$ cat src/design/sci_map.svh
/*
 Register indices, reset values and timing constants for the servo command
 and terminal conditioning block. Assumes one 16-bit register per index.
*/
`ifndef SCI_MAP_SVH
`define SCI_MAP_SVH
`define SCI_IDX_SPD_GAIN      5'h00
`define SCI_IDX_SPD_REV       5'h01
`define SCI_IDX_SPD_OFS       5'h02
`define SCI_IDX_SPD_DZ        5'h03
`define SCI_IDX_SPD_FLT       5'h04
`define SCI_IDX_TRQ_GAIN      5'h05
`define SCI_IDX_TRQ_REV       5'h06
`define SCI_IDX_TRQ_OFS       5'h07
`define SCI_IDX_TRQ_CAP       5'h08
`define SCI_IDX_TRQ_FLT       5'h09
`define SCI_IDX_FRC_LO        5'h0A
`define SCI_IDX_FRC_HI        5'h0B
`define SCI_IDX_INV_LO        5'h0C
`define SCI_IDX_INV_HI        5'h0D
`define SCI_IDX_INV_OUT       5'h0E
`define SCI_IDX_DEB_TIME      5'h0F
`define SCI_IDX_STATUS        5'h10
`define SCI_IDX_TRQ_MODE      5'h11
`define SCI_RST_SPD_GAIN      16'h012C
`define SCI_RST_SPD_FLT       16'h012C
`define SCI_RST_TRQ_GAIN      16'h0064
`define SCI_RST_TRQ_CAP       16'h09C4
`define SCI_RST_TRQ_FLT       16'h012C
`define SCI_RST_DEB_TIME      16'h0010
`define SCI_FLT_FULL          16'h03E8
`define SCI_DEB_TICK_US       1
`define SCI_CLK_MHZ           20
`define SCI_DEB_TICK_CYC      (`SCI_DEB_TICK_US * `SCI_CLK_MHZ)
`endif

$ cat src/design/sci_pkg.sv
/*
 Types for the servo command conditioning block.
 Assumes the map header is included by users for numbers.
*/
package sci_pkg;
	typedef struct packed {
		logic [3:0] lo;
		logic [3:0] hi;
	} sci_term_s;
	typedef struct packed {
		logic signed [15:0] spd;
		logic signed [15:0] trq;
	} sci_ana_s;
endpackage

$ cat src/design/sci_core.sv
/*
 Servo analog command conditioning and terminal logic with register port.
 Assumes synchronous inputs, signed 16-bit samples, one valid sample per clock.
*/
// Implementation choices: the plain strobed port and the address map.
// Operation
// (RL1) Speed command equals filtered input times speed gain.
// (RL2) Speed reverse bit negates the speed command.
// (RL3) Speed zero offset is added to the speed input.
// (RL4) Speed inside the dead zone band gives zero command.
// (RL5) Speed input is low-pass filtered, larger setting is faster.
// (RL6) Torque command equals filtered input times torque gain.
// (RL7) Torque reverse bit negates the torque command.
// (RL8) Torque zero offset is added to the torque input.
// (RL9) In torque mode speed is clamped to the speed cap; the core only drives the cap on SPD_LIMIT and leaves SPD_CMD unclamped.
// (RL10) Torque input is low-pass filtered, larger setting is faster.
// (RL11) Low force word asserts low terminals per bit.
// (RL12) High force word asserts high terminals per bit.
// (RL13) Low inversion word inverts low terminals per bit.
// (RL14) High inversion word inverts high terminals per bit.
// (RL15) Output inversion word inverts output terminals per bit.
// (RL16) Every input terminal is debounced by the programmed time.
// (RL17) Debounce and inversion come first, then force is ORed.
`include "sci_map.svh"
`timescale 1ns/1ps
`default_nettype none
module sci_core #(
	parameter int DEB_TICK = `SCI_DEB_TICK_CYC
) (
	input  wire logic               CLK_SYS,
	input  wire logic               SYS_RST,
	input  wire logic [4:0]         REG_ADDR,
	input  wire logic [15:0]        REG_WDATA,
	input  wire logic               REG_WR,
	input  wire logic               REG_RD,
	output logic      [15:0]        REG_RDATA,
	input  wire sci_pkg::sci_ana_s  ANA_IN,
	input  wire sci_pkg::sci_term_s TERM_IN,
	input  wire logic [3:0]         STAT_IN,
	output sci_pkg::sci_term_s      TERM_OUT,
	output logic [3:0]              STAT_OUT,
	output logic signed [31:0]      SPD_CMD,
	output logic signed [31:0]      TRQ_CMD,
	output logic signed [15:0]      SPD_LIMIT
);
	// Configuration registers
	logic [15:0] spd_gain_r, spd_ofs_r, spd_dz_r, spd_flt_r;
	logic [15:0] trq_gain_r, trq_ofs_r, trq_cap_r, trq_flt_r;
	logic [15:0] deb_time_r;
	logic        spd_rev_r, trq_rev_r, trq_mode_r;
	logic [3:0]  frc_lo_r, frc_hi_r, inv_lo_r, inv_hi_r, inv_out_r;
	logic [15:0] rdata_r, rdata_nxt;

	// First-order filter step: y += (x - y) * k / full
	function automatic logic signed [15:0] lpf_step(input logic signed [15:0] y,
		input logic signed [15:0] x, input logic [15:0] k);
		logic signed [33:0] d;
		d = 34'(($signed({x[15], x}) - $signed({y[15], y})) * $signed({1'b0, k}));
		lpf_step = 16'(y + 16'(d / $signed(34'(`SCI_FLT_FULL))));
	endfunction

	// Saturating offset add to 16 bits
	function automatic logic signed [15:0] sat_add(input logic signed [15:0] a,
		input logic signed [15:0] b);
		logic signed [16:0] s;
		s = $signed({a[15], a}) + $signed({b[15], b});
		if (s > 17'sd32767)
			sat_add = 16'sh7FFF;
		else if (s < -17'sd32768)
			sat_add = 16'sh8000;
		else
			sat_add = s[15:0];
	endfunction

	// Register write port
	always_ff @(posedge CLK_SYS or posedge SYS_RST) begin
		if (SYS_RST) begin
			spd_gain_r <= `SCI_RST_SPD_GAIN;
			spd_rev_r  <= 1'b0;
			spd_ofs_r  <= 16'h0000;
			spd_dz_r   <= 16'h0000;
			spd_flt_r  <= `SCI_RST_SPD_FLT;
			trq_gain_r <= `SCI_RST_TRQ_GAIN;
			trq_rev_r  <= 1'b0;
			trq_ofs_r  <= 16'h0000;
			trq_cap_r  <= `SCI_RST_TRQ_CAP;
			trq_flt_r  <= `SCI_RST_TRQ_FLT;
			frc_lo_r   <= 4'h0;
			frc_hi_r   <= 4'h0;
			inv_lo_r   <= 4'h0;
			inv_hi_r   <= 4'h0;
			inv_out_r  <= 4'h0;
			deb_time_r <= `SCI_RST_DEB_TIME;
			trq_mode_r <= 1'b0;
		end else if (REG_WR) begin
			unique case (REG_ADDR)
				`SCI_IDX_SPD_GAIN: spd_gain_r <= REG_WDATA;
				`SCI_IDX_SPD_REV:  spd_rev_r  <= REG_WDATA[0];
				`SCI_IDX_SPD_OFS:  spd_ofs_r  <= REG_WDATA;
				`SCI_IDX_SPD_DZ:   spd_dz_r   <= REG_WDATA;
				`SCI_IDX_SPD_FLT:  spd_flt_r  <= REG_WDATA;
				`SCI_IDX_TRQ_GAIN: trq_gain_r <= REG_WDATA;
				`SCI_IDX_TRQ_REV:  trq_rev_r  <= REG_WDATA[0];
				`SCI_IDX_TRQ_OFS:  trq_ofs_r  <= REG_WDATA;
				`SCI_IDX_TRQ_CAP:  trq_cap_r  <= REG_WDATA;
				`SCI_IDX_TRQ_FLT:  trq_flt_r  <= REG_WDATA;
				`SCI_IDX_FRC_LO:   frc_lo_r   <= REG_WDATA[3:0];
				`SCI_IDX_FRC_HI:   frc_hi_r   <= REG_WDATA[3:0];
				`SCI_IDX_INV_LO:   inv_lo_r   <= REG_WDATA[3:0];
				`SCI_IDX_INV_HI:   inv_hi_r   <= REG_WDATA[3:0];
				`SCI_IDX_INV_OUT:  inv_out_r  <= REG_WDATA[3:0];
				`SCI_IDX_DEB_TIME: deb_time_r <= REG_WDATA;
				`SCI_IDX_TRQ_MODE: trq_mode_r <= REG_WDATA[0];
				default: ;
			endcase
		end
	end

	// Debounce tick prescaler, one tick per microsecond
	logic [15:0] tick_cnt_r;
	wire         deb_tick = (tick_cnt_r == 16'(DEB_TICK - 1));
	always_ff @(posedge CLK_SYS or posedge SYS_RST) begin
		if (SYS_RST)
			tick_cnt_r <= 16'h0000;
		else
			tick_cnt_r <= deb_tick ? 16'h0000 : tick_cnt_r + 16'h0001;
	end

	// Per-terminal debounce: level must hold deb_time ticks
	wire  [7:0]  raw_in = {TERM_IN.hi, TERM_IN.lo};
	logic [7:0]  deb_r;
	logic [15:0] deb_cnt_r [8];
	for (genvar i = 0; i < 8; i++) begin : g_deb
		always_ff @(posedge CLK_SYS or posedge SYS_RST) begin
			if (SYS_RST) begin
				deb_cnt_r[i] <= 16'h0000;
				deb_r[i]     <= 1'b0;
			end else if (raw_in[i] == deb_r[i]) begin
				deb_cnt_r[i] <= 16'h0000;
			end else if (deb_tick) begin
				if (deb_cnt_r[i] + 16'h0001 >= deb_time_r) begin // RL16
					deb_r[i]     <= raw_in[i];
					deb_cnt_r[i] <= 16'h0000;
				end else begin
					deb_cnt_r[i] <= deb_cnt_r[i] + 16'h0001;
				end
			end
		end
	end

	// Inversion then force, per terminal group
	wire [3:0] term_lo = (deb_r[3:0] ^ inv_lo_r) | frc_lo_r; // RL13 RL11 RL17
	wire [3:0] term_hi = (deb_r[7:4] ^ inv_hi_r) | frc_hi_r; // RL14 RL12 RL17
	assign TERM_OUT.lo = term_lo;
	assign TERM_OUT.hi = term_hi;

	// Output terminal inversion
	logic [3:0] stat_r;
	always_ff @(posedge CLK_SYS or posedge SYS_RST) begin
		if (SYS_RST)
			stat_r <= 4'h0;
		else
			stat_r <= STAT_IN ^ inv_out_r; // RL15
	end
	assign STAT_OUT = stat_r;

	// Offset correction ahead of the filters
	wire signed [15:0] spd_corr = sat_add(ANA_IN.spd, spd_ofs_r); // RL3
	wire signed [15:0] trq_corr = sat_add(ANA_IN.trq, trq_ofs_r); // RL8

	// Low-pass filter state
	logic signed [15:0] spd_f_r, trq_f_r;
	always_ff @(posedge CLK_SYS or posedge SYS_RST) begin
		if (SYS_RST) begin
			spd_f_r <= 16'sh0000;
			trq_f_r <= 16'sh0000;
		end else begin
			spd_f_r <= lpf_step(spd_f_r, spd_corr, spd_flt_r); // RL5
			trq_f_r <= lpf_step(trq_f_r, trq_corr, trq_flt_r); // RL10
		end
	end

	// Dead zone band is symmetric on the magnitude of the setting
	wire signed [15:0] dz_abs  = spd_dz_r[15] ? 16'(-$signed(spd_dz_r)) : spd_dz_r;
	wire               in_dz   = ($signed(spd_f_r) <= dz_abs) &&
	                             ($signed(spd_f_r) >= -dz_abs); // RL4
	wire signed [31:0] spd_mul = 32'($signed(spd_f_r) * $signed({1'b0, spd_gain_r})); // RL1
	wire signed [31:0] trq_mul = 32'($signed(trq_f_r) * $signed({1'b0, trq_gain_r})); // RL6
	wire signed [31:0] spd_dir = spd_rev_r ? -spd_mul : spd_mul; // RL2
	wire signed [31:0] trq_dir = trq_rev_r ? -trq_mul : trq_mul; // RL7

	// Command outputs from flip-flops
	logic signed [31:0] spd_cmd_r, trq_cmd_r;
	logic signed [15:0] spd_lim_r;
	always_ff @(posedge CLK_SYS or posedge SYS_RST) begin
		if (SYS_RST) begin
			spd_cmd_r <= 32'sh0;
			trq_cmd_r <= 32'sh0;
			spd_lim_r <= 16'sh0;
		end else begin
			spd_cmd_r <= in_dz ? 32'sh0 : spd_dir; // RL4
			trq_cmd_r <= trq_dir;
			spd_lim_r <= trq_mode_r ? trq_cap_r : 16'sh7FFF; // RL9
		end
	end
	assign SPD_CMD   = spd_cmd_r;
	assign TRQ_CMD   = trq_cmd_r;
	assign SPD_LIMIT = spd_lim_r;

	// Read mux, data stands in the cycle after the strobe
	always_comb begin
		unique case (REG_ADDR)
			`SCI_IDX_SPD_GAIN: rdata_nxt = spd_gain_r;
			`SCI_IDX_SPD_REV:  rdata_nxt = {15'h0000, spd_rev_r};
			`SCI_IDX_SPD_OFS:  rdata_nxt = spd_ofs_r;
			`SCI_IDX_SPD_DZ:   rdata_nxt = spd_dz_r;
			`SCI_IDX_SPD_FLT:  rdata_nxt = spd_flt_r;
			`SCI_IDX_TRQ_GAIN: rdata_nxt = trq_gain_r;
			`SCI_IDX_TRQ_REV:  rdata_nxt = {15'h0000, trq_rev_r};
			`SCI_IDX_TRQ_OFS:  rdata_nxt = trq_ofs_r;
			`SCI_IDX_TRQ_CAP:  rdata_nxt = trq_cap_r;
			`SCI_IDX_TRQ_FLT:  rdata_nxt = trq_flt_r;
			`SCI_IDX_FRC_LO:   rdata_nxt = {12'h000, frc_lo_r};
			`SCI_IDX_FRC_HI:   rdata_nxt = {12'h000, frc_hi_r};
			`SCI_IDX_INV_LO:   rdata_nxt = {12'h000, inv_lo_r};
			`SCI_IDX_INV_HI:   rdata_nxt = {12'h000, inv_hi_r};
			`SCI_IDX_INV_OUT:  rdata_nxt = {12'h000, inv_out_r};
			`SCI_IDX_DEB_TIME: rdata_nxt = deb_time_r;
			`SCI_IDX_STATUS:   rdata_nxt = {8'h00, term_hi, term_lo};
			`SCI_IDX_TRQ_MODE: rdata_nxt = {15'h0000, trq_mode_r};
			default:           rdata_nxt = 16'h0000;
		endcase
	end
	always_ff @(posedge CLK_SYS or posedge SYS_RST) begin
		if (SYS_RST)
			rdata_r <= 16'h0000;
		else
			rdata_r <= REG_RD ? rdata_nxt : 16'h0000;
	end
	assign REG_RDATA = rdata_r;
endmodule
`default_nettype wire

$ cat config.mk
export PLATFORM = sky130hd
export DESIGN_NAME = sci_core
export DESIGN_NICKNAME = d
export VERILOG_FILES = /design/src/design/sci_pkg.sv /design/src/design/sci_core.sv
export VERILOG_INCLUDE_DIRS = /design/src /design/src/design
export SDC_FILE = /design/constraint.sdc
export NUM_CORES = 2
export LEC_CHECK = 0
export ABC_AREA = 1
export BUFFER_PORTS_ARGS = -buffer_cell sky130_fd_sc_hd__buf_2
export CORE_MARGIN = 3
export CORE_UTILIZATION = 45
export DETAILED_ROUTE_END_ITERATION = 8
export HOLD_SLACK_MARGIN = 0.03
export PLACE_DENSITY = 0.66
export SLEW_MARGIN = 40
export SYNTH_ARGS = -nofsm -noshare
export SYNTH_HDL_FRONTEND = slang
export SYNTH_SLANG_ARGS = --single-unit
$ cat constraint.sdc
create_clock -name CLK_SYS -period 33.1 [get_ports CLK_SYS]
set_input_delay 0 -clock CLK_SYS [delete_from_list [all_inputs] [get_ports CLK_SYS]]
set_output_delay 0 -clock CLK_SYS [all_outputs]
set_load 0.005 [all_outputs]
* Word-level counts from Yosys, hierarchy flattened
Cells that the tools add are included.
** Storage, ports and cells
- RAM bits :: 0
- Bits in registers :: 451
- Memories kept :: 0
- Bits in read-only memories :: 0
- Latch bits :: 0
- Bits of input ports :: 69
** Operators by class
- Reductions and logical operators :: 35
- Div/mod/pow operators :: 2
- Mux-type cells :: 36
- Shifts and indexed selects :: 0
- Order comparisons :: 14
- Eq/ne operators :: 26
- Add/sub/neg operators :: 19
- Bitwise logic cells :: 13
- $mul :: 4
** Operator list (count)
- two-way mux 16 bit :: 32
- one-hot mux 16 bit (18 select lines) :: 1
- adder 16 x 1 -> 16 bit (second input constant) :: 9
- >= comparator 16 bit :: 9
- two-way mux 32 bit :: 3
- divider 34 x 11 -> 34 bit (second input constant) :: 2
- multiplier 17 x 17 -> 34 bit :: 2
- multiplier 16 x 17 -> 32 bit :: 2
- negator 32 bit :: 2
- equality test 5 x 4 -> 1 bit (second input constant) :: 8
- adder 16 x 16 -> 17 bit :: 2
- greater-than comparator 17 x 16 -> 1 bit (second input constant) :: 2
- < comparator 17 x 16 -> 1 bit (second input constant) :: 2
- AND reduction 2 bit :: 17
- subtractor 16 x 16 -> 17 bit :: 2
- adder 16 bit :: 2
- negator 16 bit :: 2
- AND reduction 3 bit :: 8
- equality test 5 x 3 -> 1 bit (second input constant) :: 4
- equality test 16 x 5 -> 1 bit (second input constant) :: 1
- <= comparator 16 bit :: 1
- nonzero test 2 bit :: 8
- XOR 4 bit :: 3
- equality test 5 x 2 -> 1 bit (second input constant) :: 2
- 7 further kinds :: 23

* Logic depth before layout (Yosys ltp)
- Depth in word-level cells :: 8
- Mapped depth :: 244

* Worst setup path before layout
OpenSTA, ideal clock, no wires.
- Path type :: register -> register
- Start :: register spd_ofs_r[0]
- End :: register spd_f_r[15]
- Stages on the path, launching flop included :: 217
- Required time :: 32.987 ns
- Clock period less this slack :: 25.855 ns
- Setup slack :: 7.245 ns
- Data arrival time :: 25.742 ns
- Path through :: dfrtp_1 > ha_1 > inv_1 > fa_1 > nand3b_1 > and2_1 > o21ai_0 > a21o_1 > a21oi_1 > o21bai_1 > a21oi_1 > o21bai_1 > a21oi_1 > o21bai_1 > a21oi_1 > o21bai_1 > nand2_1 > nand3_1 > [181 not listed] > a21oi_1 > o21bai_1 > a21oi_1 > o21bai_1 > nand2_1 > inv_1 > nor2_1 > inv_1 > a21oi_1 > o21ai_0 > a21oi_1 > xor2_1 > inv_1 > xor2_1 > inv_1 > nand3_1 > nand2_1 > inv_1
** Between the ends
- Cells in the longest elaborated chain, start to end :: 8
** RTL lines
- start, declared :: line sci_core.sv:47 : logic [15:0] spd_gain_r, spd_ofs_r, spd_dz_r, spd_flt_r;
- start signal, assigned :: line sci_core.sv:80 : spd_ofs_r <= 16'h0000;
- start signal, assigned :: line sci_core.sv:99 : `SCI_IDX_SPD_OFS: spd_ofs_r <= REG_WDATA;
- adder 16 x 16 -> 17 bit * :: line sci_core.sv:66 : s = $signed({a[15], a}) + $signed({b[15], b});
- < comparator 17 x 16 -> 1 bit :: line sci_core.sv:69 : else if (s < -17'sd32768)
- two-way mux 16 bit :: line sci_core.sv:69
- two-way mux 16 bit * :: line sci_core.sv:67 : if (s > 17'sd32767)
- subtractor 16 x 16 -> 17 bit * :: line sci_core.sv:58 : d = 34'(($signed({x[15], x}) - $signed({y[15], y})) * $signed({1'b0, k}));
- multiplier 17 x 17 -> 34 bit * :: line sci_core.sv:58
- divider 34 x 11 -> 34 bit * :: line sci_core.sv:59 : lpf_step = 16'(y + 16'(d / $signed(34'(`SCI_FLT_FULL))));
- adder 16 bit * :: line sci_core.sv:59
- end signal, assigned :: line sci_core.sv:178 : spd_f_r <= lpf_step(spd_f_r, spd_corr, spd_flt_r);
- end, declared :: line sci_core.sv:172 : logic signed [15:0] spd_f_r, trq_f_r;
Every way passes the cells marked *; elsewhere a longest branch is shown, timed or not.
A chain may end at the register's enable or synchronous reset.

* Final worst setup path
Ends and elaborated chain as after synthesis.

==> metrics.csv <==
stage;metric;value;unit
outcome;status;complete, no violations;
die;die height;438;um
synthesis;main combinational cell family by area after synthesis;adder cells;
place;routability-driven placement congestion ratio;0.978;
final_layout;max FFs per register;128;
global_route;antenna violations before repair;9;
die;initial core utilization;45.6;%
place;buffers added on ports;176;
die;Ports;177;
worst_setup_path;reg-to-reg setup timing slack;2950;ps
clock_tree;CTS buffer count;60;
worst_hold_path;Min-Delay Path Class;in2reg;
worst_setup_path;Worst EP arrival;30730;ps
sta;max_slew headroom;40.0;%
route;DR vias;72700;
clock_tree;CTS max path bufs;3;
worst_setup_path;slowest stage cell on the critical path;fa_1;
clock_tree;H-Tree Level Count;2;
sta;minimum clock period;30150;ps
synthesis;Synth Area in Compound Gates;8.50;%
worst_setup_path;Worst setup SP type;register;
synthesis;Commonest cells post-synth;inv_1 (2452), nand2_1 (2256), fa_1 (952);
route;vias per cell;5.25;
worst_setup_path;Critical Path End Type;register;
global_route;global routing usage on met3;3.92;%
synthesis;Synth cell types;89;
synthesis;synthesis-stage register bit count;451;
route;drt initial violations;5349;
worst_setup_path;critical path class;reg2reg;
sta;final hold vios;0;
route;DR DRC count;0;
place;Post-Place Worst Slack;2900;ps
sta;Slew @ Worst Pin;899;ps
global_route;global route hottest layer;met2;
die;Die ar.;192000;um^2
global_route;met1 usage;33.5;%
flow_run;max-cap viol count;0;
synthesis;Post-synth ARST share;100;%
sta;Setup violations, final;0;
synthesis;Synth top area share;22.7;%
synthesis;leading area contributor after synthesis;fa_1;
global_route;GRT Overall Usage;26.2;%
global_route;vias in the first global route;73600;
sta;Final WS setup;2950;ps
synthesis;largest cells by area after synthesis;fa_1 (23%), dfrtp_1 (13%), inv_1 (11%);
place;post-DP HPWL;203;mm
final_layout;Final Util;48.8;%
synthesis;Top FF cell, synth;dfrtp_1;
sta;crit share post-route;91.1;%
synthesis;Syn Std Cell Area;84100;um^2
worst_setup_path;CP required;33690;ps
final_layout;Synth-to-Final Area Change;7.05;%
synthesis;multiplexer share of the synthesized area;0;%
worst_setup_path;worst-path maximum fanout;42;
global_route;first-pass GRT wire length;402;mm
die;site row count;157;
sta;Worst Clk Skew;82.6;ps
place;placed cells;13700;
clock_tree;clock transition at the registers of the reported paths;60;ps
route;post-route ant nets;0;
synthesis;Post-synth EDFFs;0;
sta;Max Slew Vio Count;0;
synthesis;Post-Synth Adder-Cell Area;32.8;%
final_layout;largest reg by FF count;deb_cnt_r;
global_route;gr ovfl total;0;
route;WL/cell;18.1;um
clock_tree;Clock Latency Late Sink;760;ps
final_layout;non-filler instance count after layout;13900;
synthesis;number of synthesis warnings;0;
synthesis;most frequent cell after synthesis;inv_1;
synthesis;post-synth net total;13000;
final_layout;layout cells sized above 1;13.3;%
synthesis;Syn Inst Count;11300;
route;routed wire length;251;mm
synthesis;syn avg cell area;7.46;um^2
worst_setup_path;Most common cell on crit path;nand2_2;
worst_setup_path;CP peak stage delay;600;ps
clock_tree;clock root cell;clkbuf_16;
final_layout;Final nets;13000;
synthesis;XOR/XNOR Fraction of Synth Area;4.88;%
clock_tree;CTS tree;yes;
global_route;M2 GR Usage;43.2;%
global_route;largest net degree at the start of global routing;78;
die;Die Wd;438;um
route;drt first pass iters;6;
die;Core Footprint;184000;um^2
sta;Max Freq;0.0332;GHz
clock_tree;CTS sink count;451;
synthesis;fraction of the mapped netlist area in simple logic gates;27.0;%
synthesis;register area share after synthesis;13.5;%
layout make-up:
type / count / area (um^2)
multi-input cells: 7886 / 61500
diodes: 9 / 22.5
fillers: 18100 / 94500
clock buffers: 78 / 1670
flip-flops and latches: 451 / 11300
inverters: 2650 / 10100
well taps: 2464 / 3080
clock inverters: 33 / 355
repair buffers: 291 / 1880
kinds of logic after synthesis:
family	after synthesis
simple gates	4615
buf+inv	2933
fa+ha+maj	1629
compound gates	1177
xor+xnor	465
flops	451
worst max-delay path: cells and delay by family, from the launching register on:
kind | cells | cell delay (ps)
AO/OA/AOI/OAI | 40 | 6310
XOR/XNOR | 2 | 370
adder cells (fa/ha/maj) | 12 | 5180
buffers and inverters | 25 | 2230
flip-flops | 1 | 450
AND/OR/NAND/NOR | 131 | 15380
placed cells by master (no fill, tap or decap), types with 21 or more instances in the layout:
cell | synthesis | layout
o21ai_2 | 43 | 43
nand2_4 | 134 | 134
dfrtp_1 | 430 | 425
inv_4 | 23 | 22
nand4_1 | 109 | 109
or2_2 | 52 | 52
buf_4 | 2 | 65
dfstp_2 | 21 | 21
a21oi_1 | 323 | 322
nand2_1 | 2256 | 2246
xnor2_1 | 76 | 76
nor2_4 | 46 | 46
a221oi_1 | 29 | 29
clkbuf_16 | 0 | 60
nor2_1 | 707 | 700
fa_1 | 952 | 952
ha_1 | 677 | 677
o21ai_1 | 67 | 67
o21ai_0 | 438 | 438
nor3_1 | 125 | 125
a32o_1 | 24 | 24
inv_2 | 127 | 131
xor2_1 | 385 | 385
nand3_1 | 506 | 506
nand3_4 | 22 | 22
a21oi_2 | 20 | 21
nand2_2 | 320 | 330
nor2_2 | 101 | 108
o22ai_1 | 40 | 40
nand3b_1 | 26 | 26
nand3_2 | 115 | 115
o21bai_1 | 40 | 40
inv_1 | 2452 | 2447
clkinv_1 | 30 | 30
dlygate4sd3_1 | 0 | 45
buf_2 | 1 | 176
routing by layer:
metal	part of all wire (%)	vias to the layer above
met5	0	-
met4	6.0	0
met3	6.9	516
met2	46	2400
met1	41	35300
li1	-	34600
worst paths after layout:
| check | from | to | cells past startpoint |
|---|---|---|---|
| setup / recovery | spd_ofs_r[0]$_DFFE_PP0P_ | spd_f_r[15]$_DFF_PP0_ | 210 |
| hold / removal | TERM_IN[0] | deb_r[4]$_DFFE_PP0P_ | 4 |
| setup reg to reg | spd_ofs_r[0]$_DFFE_PP0P_ | spd_f_r[15]$_DFF_PP0_ | 210 |
| hold reg to reg | tick_cnt_r[0]$_DFF_PP0_ | tick_cnt_r[0]$_DFF_PP0_ | 1 |
| max in group asynchronous | SYS_RST | spd_f_r[13]$_DFF_PP0_ | 6 |
| min in group asynchronous | SYS_RST | trq_f_r[15]$_DFF_PP0_ | 4 |
metrics by stage:
stage	setup TNS [ps]	hold WS, ps	area (um^2)
finish	0	97.1	90000
global placement	0	127	87400
global route	-68.9	141	90000
floorplan	0	87.1	84100
detailed placement	0	133	87400
CTS	0	62.7	89900
timing repair:
action	4_1_cts	5_1_grt
endpoints found under the setup margin	0	1
resized for setup	0	2
hold buffers	45	0
buffers inserted	0	1
endpoints found under the hold margin	334	0
Power is left out: the tool's default activity adds up to more than one toggle a clock period on the data nets, which glitch-free logic cannot reach.
